`config.mk`:
```
export PLATFORM = sky130hd
export DESIGN_NAME = gtu_top
export DESIGN_NICKNAME = d
export VERILOG_FILES = /design/src/hw/gtu_pkg.sv /design/src/hw/gtu_top.sv /design/src/hw/gtu_counter.sv
export SDC_FILE = /design/constraint.sdc
export NUM_CORES = 1
export LEC_CHECK = 0
export BUFFER_PORTS_ARGS = -buffer_cell sky130_fd_sc_hd__buf_2
export CAP_MARGIN = 30
export CORE_ASPECT_RATIO = 0.8
export CORE_MARGIN = 3
export CORE_UTILIZATION = 58
export DETAILED_ROUTE_END_ITERATION = 6
export PLACE_DENSITY = 0.89
export SYNTH_ARGS = -nofsm -noshare
export SYNTH_HDL_FRONTEND = slang
export SYNTH_SLANG_ARGS = --single-unit
```
`constraint.sdc`:
```
create_clock -name REF_CLK_I -period 6.35 [get_ports REF_CLK_I]
set_clock_uncertainty 0.2 [all_clocks]
set_input_delay 1.905 -clock REF_CLK_I [delete_from_list [all_inputs] [get_ports REF_CLK_I]]
set_output_delay 1.905 -clock REF_CLK_I [all_outputs]
set_load 0.1 [all_outputs]
```
`src/hw/gtu_pkg.sv`:
```
package gtu_pkg;
	// timer modes of the first group
	typedef enum logic [1:0] {
		GTU_MODE_TIMER   = 2'h0,
		GTU_MODE_GATED   = 2'h1,
		GTU_MODE_COUNTER = 2'h2,
		GTU_MODE_INCR    = 2'h3
	} gtu_mode_t;

	// auxiliary timer function in the first group
	typedef enum logic [1:0] {
		GTU_AUX_COUNT   = 2'h0,
		GTU_AUX_CHAIN   = 2'h1,
		GTU_AUX_CAPTURE = 2'h2,
		GTU_AUX_RELOAD  = 2'h3
	} gtu_aux_t;

	// edge select codes: bit0 rising, bit1 falling
	localparam logic [1:0] GTU_EDGE_RISE = 2'h1;
	localparam logic [1:0] GTU_EDGE_FALL = 2'h2;

	localparam int         GTU_WIDTH      = 16;
	localparam int         GTU_PRE_BITS   = 3;
	localparam int         GTU_G1_BASE    = 4;
	localparam int         GTU_G2_BASE    = 2;
	localparam logic [15:0] GTU_RESET_VAL = 16'h0000;
endpackage

```
`src/hw/gtu_top.sv`:
```
`timescale 1ns/1ps
module gtu_top
	import gtu_pkg::*;
(
	// clock and reset
	input  wire logic             REF_CLK_I,
	input  wire logic             RST_B_I,
	// external pins: index 0 aux a, 1 core, 2 aux b, 3 group-two aux, 4 group-two core
	input  wire logic [4:0]       TIMER_COUNT_INPUT_I,
	input  wire logic [4:0]       TIMER_DIRECTION_INPUT_I,
	input  wire logic             CAPTURE_PIN_INPUT_I,
	// per-timer configuration
	input  wire logic [4:0]       RUN_I,
	input  wire logic [4:0]       DOWN_I,
	input  wire logic [4:0]       EXT_DIR_EN_I,
	input  wire logic [14:0]      PRESCALE_I,
	input  wire logic [9:0]       EDGE_SEL_I,
	input  wire logic [4:0]       GATE_LEVEL_I,
	input  wire gtu_pkg::gtu_mode_t MODE_A_I,
	input  wire gtu_pkg::gtu_mode_t MODE_CORE_I,
	input  wire gtu_pkg::gtu_mode_t MODE_B_I,
	input  wire gtu_pkg::gtu_aux_t  AUX_A_FUNC_I,
	input  wire gtu_pkg::gtu_aux_t  AUX_B_FUNC_I,
	input  wire logic [1:0]       RELOAD_LATCH_SEL_A_I,
	input  wire logic [1:0]       RELOAD_LATCH_SEL_B_I,
	input  wire logic [1:0]       G2_EXT_COUNT_I,
	input  wire logic             G2_AUX_CHAIN_I,
	input  wire logic             G2_CORE_RELOAD_EN_I,
	input  wire logic [1:0]       CAPTURE_EDGE_SEL_I,
	input  wire logic [1:0]       CAPTURE_SRC_I,
	input  wire logic             CAPTURE_CLEAR_EN_I,
	// state and pins
	output logic [15:0]           FIRST_AUX_TIMER_A_O,
	output logic [15:0]           FIRST_CORE_TIMER_O,
	output logic [15:0]           FIRST_AUX_TIMER_B_O,
	output logic [15:0]           SECOND_AUX_TIMER_O,
	output logic [15:0]           SECOND_CORE_TIMER_O,
	output logic [15:0]           CAPTURE_RELOAD_REGISTER_O,
	output logic                  FIRST_TOGGLE_OUTPUT_O,
	output logic                  SECOND_TOGGLE_OUTPUT_O,
	output logic                  SECOND_CORE_WRAP_O
);
	import gtu_pkg::*;

	////////////////////////////////////////////////////////////////////////////////
	// pin synchronisers and edge detection
	logic [4:0] cnt_meta_reg;
	logic [4:0] cnt_sync_reg;
	logic [4:0] cnt_old_reg;
	logic [4:0] dir_meta_reg;
	logic [4:0] dir_sync_reg;
	logic [4:0] dir_old_reg;
	logic       cap_meta_reg;
	logic       cap_sync_reg;
	logic       cap_old_reg;

	always_ff @(posedge REF_CLK_I)
	begin
		if (!RST_B_I)
		begin
			cnt_meta_reg <= 5'h00;
			cnt_sync_reg <= 5'h00;
			cnt_old_reg  <= 5'h00;
			dir_meta_reg <= 5'h00;
			dir_sync_reg <= 5'h00;
			dir_old_reg  <= 5'h00;
			cap_meta_reg <= 1'b0;
			cap_sync_reg <= 1'b0;
			cap_old_reg  <= 1'b0;
		end
		else
		begin
			cnt_meta_reg <= TIMER_COUNT_INPUT_I;
			cnt_sync_reg <= cnt_meta_reg;
			cnt_old_reg  <= cnt_sync_reg;
			dir_meta_reg <= TIMER_DIRECTION_INPUT_I;
			dir_sync_reg <= dir_meta_reg;
			dir_old_reg  <= dir_sync_reg;
			cap_meta_reg <= CAPTURE_PIN_INPUT_I;
			cap_sync_reg <= cap_meta_reg;
			cap_old_reg  <= cap_sync_reg;
		end
	end

	function automatic logic edge_hit(input logic now_v, input logic old_v,
		input logic [1:0] sel);
		edge_hit = (sel[0] && now_v && !old_v) || (sel[1] && !now_v && old_v);
	endfunction

	logic [4:0] cnt_edge;
	always_comb
	begin
		for (int i = 0; i < 5; i++)
			cnt_edge[i] = edge_hit(cnt_sync_reg[i], cnt_old_reg[i], EDGE_SEL_I[2*i +: 2]);
	end

	////////////////////////////////////////////////////////////////////////////////
	// base clocks: group one every 4 cycles, group two every 2
	logic [1:0] g1_base_reg;
	logic       g2_base_reg;
	always_ff @(posedge REF_CLK_I)
	begin
		if (!RST_B_I)
		begin
			g1_base_reg <= 2'h0;
			g2_base_reg <= 1'b0;
		end
		else
		begin
			g1_base_reg <= g1_base_reg + 2'h1;
			g2_base_reg <= ~g2_base_reg;
		end
	end
	wire g1_tick = (g1_base_reg == 2'(GTU_G1_BASE - 1));
	wire g2_tick = g2_base_reg;

	// free running prescaler per group, shared by that group's timers; a tap of 2^n base ticks per timer
	logic [7:0] pre_g1_reg;
	logic [7:0] pre_g2_reg;
	logic [7:0] pre_g1_next;
	logic [7:0] pre_g2_next;
	assign pre_g1_next = pre_g1_reg + 8'h01;
	assign pre_g2_next = pre_g2_reg + 8'h01;
	always_ff @(posedge REF_CLK_I)
	begin
		if (!RST_B_I)
		begin
			pre_g1_reg <= 8'h00;
			pre_g2_reg <= 8'h00;
		end
		else
		begin
			if (g1_tick)
				pre_g1_reg <= pre_g1_next;
			if (g2_tick)
				pre_g2_reg <= pre_g2_next;
		end
	end

	// true when the prescaler carries into bit n on this base tick
	function automatic logic pre_fire(input logic [7:0] cnt, input logic [2:0] n);
		logic [7:0] mask;
		mask = (8'h01 << n) - 8'h01;
		pre_fire = ((cnt & mask) == mask);
	endfunction

	logic [4:0] pre_en;
	always_comb
	begin
		for (int i = 0; i < 3; i++)
			pre_en[i] = g1_tick && pre_fire(pre_g1_reg, PRESCALE_I[3*i +: 3]);
		for (int i = 3; i < 5; i++)
			pre_en[i] = g2_tick && pre_fire(pre_g2_reg, PRESCALE_I[3*i +: 3]);
	end

	////////////////////////////////////////////////////////////////////////////////
	// incremental encoder decode for the group-one timers
	function automatic logic [1:0] quad(input logic a, input logic b,
		input logic a_old, input logic b_old);
		logic moved;
		moved = (a ^ a_old) ^ (b ^ b_old);
		// returns {step, down}; illegal double changes are dropped
		quad = {moved, (a ^ a_old) ? (a == b) : (a != b)};
	endfunction

	logic [15:0] cnt_val [5];
	logic [4:0]  wrap;
	logic [4:0]  step;
	logic [4:0]  down;
	logic [4:0]  load;
	logic [15:0] load_val [5];
	logic        tl1_reg;
	logic        tl2_reg;
	logic        tl1_old_reg;
	logic [15:0] capture_reload_register_reg;
	gtu_mode_t   mode [3];
	assign mode[0] = MODE_A_I;
	assign mode[1] = MODE_CORE_I;
	assign mode[2] = MODE_B_I;

	wire aux_a_stop = AUX_A_FUNC_I inside {GTU_AUX_CAPTURE, GTU_AUX_RELOAD};
	wire aux_b_stop = AUX_B_FUNC_I inside {GTU_AUX_CAPTURE, GTU_AUX_RELOAD};
	wire tl1_rise = tl1_reg && !tl1_old_reg;
	wire tl1_fall = !tl1_reg && tl1_old_reg;

	////////////////////////////////////////////////////////////////////////////////
	// count step and direction per timer
	always_comb
	begin
		logic [1:0] q;
		q = 2'h0;
		for (int i = 0; i < 3; i++)
		begin
			q = quad(cnt_sync_reg[i], dir_sync_reg[i], cnt_old_reg[i], dir_old_reg[i]);
			down[i] = EXT_DIR_EN_I[i] ? (dir_sync_reg[i] ^ DOWN_I[i]) : DOWN_I[i];
			case (mode[i])
				GTU_MODE_TIMER:   step[i] = pre_en[i];
				GTU_MODE_GATED:   step[i] = pre_en[i] &&
					(cnt_sync_reg[i] == GATE_LEVEL_I[i]);
				GTU_MODE_COUNTER: step[i] = cnt_edge[i];
				GTU_MODE_INCR:
				begin
					step[i] = q[1];
					down[i] = q[0] ^ DOWN_I[i];
				end
				default:          step[i] = 1'b0;
			endcase
			step[i] = step[i] && RUN_I[i];
		end
		// auxiliary chaining on core toggle latch; stopped in capture/reload role
		if (AUX_A_FUNC_I == GTU_AUX_CHAIN)
			step[0] = RUN_I[0] && edge_hit(tl1_reg, tl1_old_reg, EDGE_SEL_I[1:0]);
		if (AUX_B_FUNC_I == GTU_AUX_CHAIN)
			step[2] = RUN_I[2] && edge_hit(tl1_reg, tl1_old_reg, EDGE_SEL_I[5:4]);
		if (aux_a_stop)
			step[0] = 1'b0;
		if (aux_b_stop)
			step[2] = 1'b0;
		// group two: prescaled or external events, aux may chain on core latch
		for (int i = 3; i < 5; i++)
		begin
			down[i] = EXT_DIR_EN_I[i] ? dir_sync_reg[i] : DOWN_I[i];
			step[i] = RUN_I[i] && (G2_EXT_COUNT_I[i-3] ? cnt_edge[i] : pre_en[i]);
		end
		if (G2_AUX_CHAIN_I)
			step[3] = RUN_I[3] && (tl2_reg != SECOND_TOGGLE_OUTPUT_O);
	end

	////////////////////////////////////////////////////////////////////////////////
	// loads: captures into aux timers a and b, clear of the group-two aux, reloads of the cores
	wire cap_a  = (AUX_A_FUNC_I == GTU_AUX_CAPTURE) && cnt_edge[0];
	wire cap_b  = (AUX_B_FUNC_I == GTU_AUX_CAPTURE) && cnt_edge[2];
	wire rel_a  = (AUX_A_FUNC_I == GTU_AUX_RELOAD) &&
		(cnt_edge[0] || (RELOAD_LATCH_SEL_A_I[0] && tl1_rise) ||
		(RELOAD_LATCH_SEL_A_I[1] && tl1_fall));
	wire rel_b  = (AUX_B_FUNC_I == GTU_AUX_RELOAD) &&
		(cnt_edge[2] || (RELOAD_LATCH_SEL_B_I[0] && tl1_rise) ||
		(RELOAD_LATCH_SEL_B_I[1] && tl1_fall));
	wire g2_cap = (CAPTURE_SRC_I == 2'h0) ?
		edge_hit(cap_sync_reg, cap_old_reg, CAPTURE_EDGE_SEL_I) :
		((CAPTURE_SRC_I[0] && (cnt_sync_reg[1] ^ cnt_old_reg[1])) ||
		(CAPTURE_SRC_I[1] && (dir_sync_reg[1] ^ dir_old_reg[1])));

	always_comb
	begin
		load = 5'h00;
		load[0] = cap_a;
		load[2] = cap_b;
		load[1] = rel_a || rel_b;
		load[3] = g2_cap && CAPTURE_CLEAR_EN_I;
		load[4] = G2_CORE_RELOAD_EN_I && wrap[4];
		load_val[0] = cnt_val[1];
		load_val[2] = cnt_val[1];
		// a simultaneous reload from both aux timers favours aux a
		load_val[1] = rel_a ? cnt_val[0] : cnt_val[2];
		load_val[3] = GTU_RESET_VAL;
		load_val[4] = capture_reload_register_reg;
	end

	// five identical counters, one per timer
	for (genvar g = 0; g < 5; g++)
	begin : g_tmr                                                                   
		gtu_counter #(.WIDTH(GTU_WIDTH)) u_cnt (
			.clk_i      (REF_CLK_I),
			.rst_b_i    (RST_B_I),
			.step_i     (step[g]),
			.down_i     (down[g]),
			.load_i     (load[g]),
			.load_val_i (load_val[g]),
			.count_o    (cnt_val[g]),
			.wrap_o     (wrap[g])
		);
	end

	////////////////////////////////////////////////////////////////////////////////
	// toggle latches and capture register
	always_ff @(posedge REF_CLK_I)
	begin
		if (!RST_B_I)
		begin
			tl1_reg     <= 1'b0;
			tl1_old_reg <= 1'b0;
		end
		else
		begin
			tl1_old_reg <= tl1_reg;
			if (wrap[1])
				tl1_reg <= ~tl1_reg;
		end
	end

	always_ff @(posedge REF_CLK_I)
	begin
		if (!RST_B_I)
			tl2_reg <= 1'b0;
		else if (wrap[4])
			tl2_reg <= ~tl2_reg;
	end

	always_ff @(posedge REF_CLK_I)
	begin
		if (!RST_B_I)
			capture_reload_register_reg <= GTU_RESET_VAL;
		else if (g2_cap)
			capture_reload_register_reg <= cnt_val[3];
	end

	////////////////////////////////////////////////////////////////////////////////
	// registered outputs
	always_ff @(posedge REF_CLK_I)
	begin
		if (!RST_B_I)
		begin
			FIRST_AUX_TIMER_A_O       <= GTU_RESET_VAL;
			FIRST_CORE_TIMER_O        <= GTU_RESET_VAL;
			FIRST_AUX_TIMER_B_O       <= GTU_RESET_VAL;
			SECOND_AUX_TIMER_O        <= GTU_RESET_VAL;
			SECOND_CORE_TIMER_O       <= GTU_RESET_VAL;
			CAPTURE_RELOAD_REGISTER_O <= GTU_RESET_VAL;
			FIRST_TOGGLE_OUTPUT_O     <= 1'b0;
			SECOND_TOGGLE_OUTPUT_O    <= 1'b0;
			SECOND_CORE_WRAP_O        <= 1'b0;
		end
		else
		begin
			FIRST_AUX_TIMER_A_O       <= cnt_val[0];
			FIRST_CORE_TIMER_O        <= cnt_val[1];
			FIRST_AUX_TIMER_B_O       <= cnt_val[2];
			SECOND_AUX_TIMER_O        <= cnt_val[3];
			SECOND_CORE_TIMER_O       <= cnt_val[4];
			CAPTURE_RELOAD_REGISTER_O <= capture_reload_register_reg;
			FIRST_TOGGLE_OUTPUT_O     <= tl1_reg;
			SECOND_TOGGLE_OUTPUT_O    <= tl2_reg;
			SECOND_CORE_WRAP_O        <= wrap[4];
		end
	end

	////////////////////////////////////////////////////////////////////////////////
	// checks
	g1_base_rate_a: assert property (@(posedge REF_CLK_I) disable iff (!RST_B_I)
		g1_tick |=> !g1_tick [*3] ##1 g1_tick)
		else $error("group one base tick not every four cycles");
	g2_base_rate_a: assert property (@(posedge REF_CLK_I) disable iff (!RST_B_I)
		g2_tick |=> !g2_tick ##1 g2_tick)
		else $error("group two base tick not every two cycles");
	aux_stopped_a: assert property (@(posedge REF_CLK_I) disable iff (!RST_B_I)
		aux_a_stop && !load[0] |=> $stable(cnt_val[0]))
		else $error("aux timer a moved while in capture or reload role");
	tl1_flip_a: assert property (@(posedge REF_CLK_I) disable iff (!RST_B_I)
		wrap[1] |=> tl1_reg != $past(tl1_reg))
		else $error("core toggle latch missed a wrap");
	tl2_pin_a: assert property (@(posedge REF_CLK_I) disable iff (!RST_B_I)
		wrap[4] |=> ##1 SECOND_TOGGLE_OUTPUT_O == tl2_reg)
		else $error("second toggle output not following latch");
	capture_take_a: assert property (@(posedge REF_CLK_I) disable iff (!RST_B_I)
		g2_cap |=> capture_reload_register_reg == $past(cnt_val[3]))
		else $error("capture register missed group two aux value");
	capture_clear_a: assert property (@(posedge REF_CLK_I) disable iff (!RST_B_I)
		g2_cap && CAPTURE_CLEAR_EN_I |=> cnt_val[3] == 16'h0000)
		else $error("group two aux not cleared after capture");
	core_capture_a: assert property (@(posedge REF_CLK_I) disable iff (!RST_B_I)
		cap_a |=> cnt_val[0] == $past(cnt_val[1]))
		else $error("aux a did not capture the core value");
	core_reload_a: assert property (@(posedge REF_CLK_I) disable iff (!RST_B_I)
		rel_b && !rel_a |=> cnt_val[1] == $past(cnt_val[2]))
		else $error("core not reloaded from aux b");
	g2_reload_a: assert property (@(posedge REF_CLK_I) disable iff (!RST_B_I)
		G2_CORE_RELOAD_EN_I && wrap[4] |=> cnt_val[4] == $past(capture_reload_register_reg))
		else $error("group two core not reloaded on wrap");
endmodule

```
`src/hw/gtu_counter.sv`:
```
`timescale 1ns/1ps
// one 16-bit up/down counter with load and wrap detection
module gtu_counter
	import gtu_pkg::*;
#(
	parameter int WIDTH = GTU_WIDTH
)
(
	// clock and reset
	input  wire logic             clk_i,
	input  wire logic             rst_b_i,
	// control
	input  wire logic             step_i,
	input  wire logic             down_i,
	input  wire logic             load_i,
	input  wire logic [WIDTH-1:0] load_val_i,
	// state
	output logic      [WIDTH-1:0] count_o,
	output logic                  wrap_o
);
	logic [WIDTH-1:0] count_next;

	always_comb
	begin
		count_next = down_i ? count_o - 1'b1 : count_o + 1'b1;
	end

	always_ff @(posedge clk_i)
	begin
		if (!rst_b_i)
			count_o <= '0;
		else if (load_i)
			count_o <= load_val_i;
		else if (step_i)
			count_o <= count_next;
	end

	// wrap pulse: all ones to zero going up, zero to all ones going down
	always_ff @(posedge clk_i)
	begin
		if (!rst_b_i)
			wrap_o <= 1'b0;
		else
			wrap_o <= step_i && !load_i &&
				(down_i ? (count_o == '0) : (count_o == {WIDTH{1'b1}}));
	end
endmodule

```
==> results.tsv <==
metric	value	unit
status	complete, no violations	
mapped_area	13000	um^2
hold_path_end	g1_base_reg[0]	
max-cap-violations	0	
post_route_cells_drive_above_1_share	15.1	%
synth.lib_cells_used.distinct	90	
finalSetupViolCount	0	
placementRows	48	
nNetsFinal	1781	
cts_tree	built	
cts.path.max_buffers	3	
synth_largest_area_cell	sky130_fd_sc_hd__dfxtp_1	
reg_to_reg_startpoint	cnt_old_reg[1]	
fraction_of_the_cycle_the_final_worst_path_needs	81.7	%
grt_pass1_wl	54900	um
die_boundary_width	173	um
yosys_warnings	0	
worst_skew_pair.late_latency	0.52	ns
critical_path.endpoint_type	flip-flop	
crit_start_category	input pin	
ctsRootBufferMaster	sky130_fd_sc_hd__clkbuf_16	
groute.usage.overall	26.8	%
detail_route.drc_violations	0	
setup.reg_to_reg.worst_slack	2.39	ns
initial_core_util	59.6	%
power_leakage	0.00647	uW
post_cts_buffers	0	
number_of_search_and_repair_iterations_in_the_first_detailed_routing_pass	5	
slew_headroom	39.3	%
ys_seq_elements	247	
crit_path_required_time	6.58	ns
synth_area_per_cell	8.85	um^2
synthesis.instances	1464	
regToRegEndpoint	g_tmr[1].u_cnt.count_o[9]	
seq_area_frac_synth	38.2	%
vdd_ir_drop_max	0.000207	V
synth_enable_flop_cells	0	
antenna_violating_nets_left	0	
grt_start_max_net_pins	68	
io_pins	180	
holdBufCountCts	0	
post-synth-top-area-fraction	38.2	%
maxSlewViolCount	0	
timing.setup.critical_path_class	input pin to flip-flop	
tightest_slew	0.910	ns
worst_hold_startpoint	g1_base_reg[0]	
largest_register_ff_count	80	
core-area	21700	um^2
worst_r2r_path_depth	14	
route.detailed.wl_per_inst	17.2	um
worstPathMaxFanout	6	
syn_nets	1628	
fp.dieArea	24200	um^2
power_per_cell_area	239	nW/um^2
drtIter0Drc	920	
placement.io_buffers	177	
largest-register	g_tmr.u_cnt.count_o	
setup-tns-final	0	ns
fmaxAchievable	193	MHz
via_count_of_the_first_global_routing_pass	11021	
h-tree-depth	1	
rsz_0062_raised_after_global_routing	false	
vias	11374	
hpwl	23900	um
route.final.wire_length	33200	um
vias_per_cell	5.89	
worst_hold_path.num_cells	1	
async_reset_ff_share	0	%
hold_path_class	flip-flop to flip-flop	
globalRoute.totalOverflow	0	
fillers	1708	
syn2layout_area_growth	13.8	%
synth_top_flop_cell	sky130_fd_sc_hd__dfxtp_1	
cts.sinks	247	
clk_transition_reported_paths	0.06	ns
synth.area.top_cells	sky130_fd_sc_hd__dfxtp_1 (38%), sky130_fd_sc_hd__ha_1 (7.5%), sky130_fd_sc_hd__and2_1 (6.2%)	
final_weighted_congestion_of_routability_driven_global_placement	0.982	
cts_repair_resize_count	0	
numCtsBuffers	24	
grt_antenna_before_repair	0	
finish.utilization	67.8	%
num_antenna_cells	0	
final-hold-violation-count	0	
layout_min_cycle_time	5.19	ns
cp_data_arrival_time	5.42	ns
dieHeight	140	um
-- worst max-delay path, cell delays in order --
cell and delay (ns):
sky130_fd_sc_hd__buf_2 0.11, sky130_fd_sc_hd__nand2_1 0.08, sky130_fd_sc_hd__and2_0 0.15, sky130_fd_sc_hd__o21ai_0 0.12, sky130_fd_sc_hd__o21ai_0 0.12, sky130_fd_sc_hd__xnor2_1 0.54
sky130_fd_sc_hd__inv_1 0.31, sky130_fd_sc_hd__ha_1 0.37, sky130_fd_sc_hd__a211oi_1 0.35, sky130_fd_sc_hd__o21ai_0 0.21, sky130_fd_sc_hd__a31oi_1 0.29, sky130_fd_sc_hd__nor2b_1 0.08
sky130_fd_sc_hd__o21ai_0 0.21, sky130_fd_sc_hd__mux2i_1 0.22, sky130_fd_sc_hd__o21ai_0 0.11, sky130_fd_sc_hd__o31ai_1 0.23
-- power by group --
part / internal (uW) / total, uW / switching [uW] / leakage, uW
Sequential: 1590 / 1630 / 43.5 / 0.00200
Clock: 790 / 1360 / 568 / 0.000364
Combinational: 203 / 539 / 336 / 0.00410
-- final cells by class --
class	instances	area (um^2)	area share, %
well taps	300	375	2.54
repair buffers	187	963	6.53
inverters	46	173	1.17
clock buffers	35	693	4.70
multi-input cells	1111	7550	51.2
flip-flops and latches	247	4940	33.5
clock inverters	4	45.0	0.305
-- synth_stat cells (11+ instances only) --
master,instances
sky130_fd_sc_hd__a211oi_1,21
sky130_fd_sc_hd__a21o_1,27
sky130_fd_sc_hd__a21oi_1,89
sky130_fd_sc_hd__a22oi_1,25
sky130_fd_sc_hd__and2_1,128
sky130_fd_sc_hd__buf_2,11
sky130_fd_sc_hd__clkbuf_1,36
sky130_fd_sc_hd__dfxtp_1,247
sky130_fd_sc_hd__ha_1,78
sky130_fd_sc_hd__inv_1,45
sky130_fd_sc_hd__mux2i_1,44
sky130_fd_sc_hd__nand2_1,109
sky130_fd_sc_hd__nand3_1,25
sky130_fd_sc_hd__nand4_1,20
sky130_fd_sc_hd__nor2_1,126
sky130_fd_sc_hd__nor2b_1,20
sky130_fd_sc_hd__nor3_1,18
sky130_fd_sc_hd__nor4_1,11
sky130_fd_sc_hd__o211ai_1,20
sky130_fd_sc_hd__o21ai_0,61
sky130_fd_sc_hd__or3_1,15
sky130_fd_sc_hd__xnor2_1,55
sky130_fd_sc_hd__xor2_1,35
-- layout by cell type (no fill, tap or decap), types with 9 or more instances in the layout --
cell type                   synthesis  layout
sky130_fd_sc_hd__ha_1              78      78
sky130_fd_sc_hd__dfxtp_1          247     247
sky130_fd_sc_hd__o211ai_1          20      20
sky130_fd_sc_hd__nand3b_1           9       9
sky130_fd_sc_hd__nor3b_1            9       9
sky130_fd_sc_hd__a31oi_1            9       9
sky130_fd_sc_hd__or3_1             15      15
sky130_fd_sc_hd__xor2_1            35      35
sky130_fd_sc_hd__buf_2             11     176
sky130_fd_sc_hd__nand2_1          109     109
sky130_fd_sc_hd__nand4_1           20      20
sky130_fd_sc_hd__nor2_1           126     126
sky130_fd_sc_hd__nor4_1            11      11
sky130_fd_sc_hd__clkbuf_16          0      25
sky130_fd_sc_hd__a211oi_1          21      21
sky130_fd_sc_hd__xnor2_1           55      55
sky130_fd_sc_hd__and2_1           128     128
sky130_fd_sc_hd__inv_1             45      44
sky130_fd_sc_hd__nand3_1           25      25
sky130_fd_sc_hd__nor2b_1           20      20
sky130_fd_sc_hd__o21ai_0           61      61
sky130_fd_sc_hd__a21oi_1           89      89
sky130_fd_sc_hd__a22oi_1           25      25
sky130_fd_sc_hd__a21o_1            27      27
sky130_fd_sc_hd__mux2i_1           44      44
sky130_fd_sc_hd__nor3_1            18      18
sky130_fd_sc_hd__buf_4              4      11
-- worst max path at each step --
stage / start / to / slack (ns) / cells past startpoint
floorplan: MODE_B_I[0] / g_tmr[2].u_cnt.count_o[14] / 1.19 / 13
global placement: MODE_CORE_I[0] / g_tmr[1].u_cnt.count_o[14] / 0.76 / 16
detailed placement: MODE_CORE_I[0] / g_tmr[1].u_cnt.count_o[14] / 0.72 / 16
CTS: MODE_CORE_I[0] / g_tmr[1].u_cnt.count_o[14] / 1.26 / 16
global route: MODE_CORE_I[0] / g_tmr[1].u_cnt.count_o[9] / 0.95 / 16
finish: MODE_CORE_I[0] / g_tmr[1].u_cnt.count_o[9] / 1.16 / 16
-- cell families after synthesis --
kind of cell,synth area share (%)
and+or+nand+nor,21.1
xor gates and xnor gates,6.08
DFF,38.2
muxes,3.83
AOI/OAI and AO/OA,18.9
buffers and inverters,3.52
adders and majority gates,8.38
-- per-stage QoR --
step	cells	total power (uW)	hold WS, ns	cell area, um^2	setup slack, ns
5_1_grt	1930	3670	0.242	14700	0.946
3_5_place_dp	1891	2190	0.211	14000	0.725
3_3_place_gp	1891	2170	0.207	14000	0.756
4_1_cts	1930	3540	0.221	14700	1.26
2_1_floorplan	1464	2060	0.199	13000	1.19
6_report	1930	3530	0.219	14700	1.16
-- routing by layer --
metal,vias up,wire (um),global-route usage (%)
li1,5532,-,-
met1,5317,14500,35.5
met2,455,15400,45.4
met3,70,2190,3.79
met4,0,1040,9.00
met5,-,0,0
Note: power is estimated with default switching activity, not from simulation.
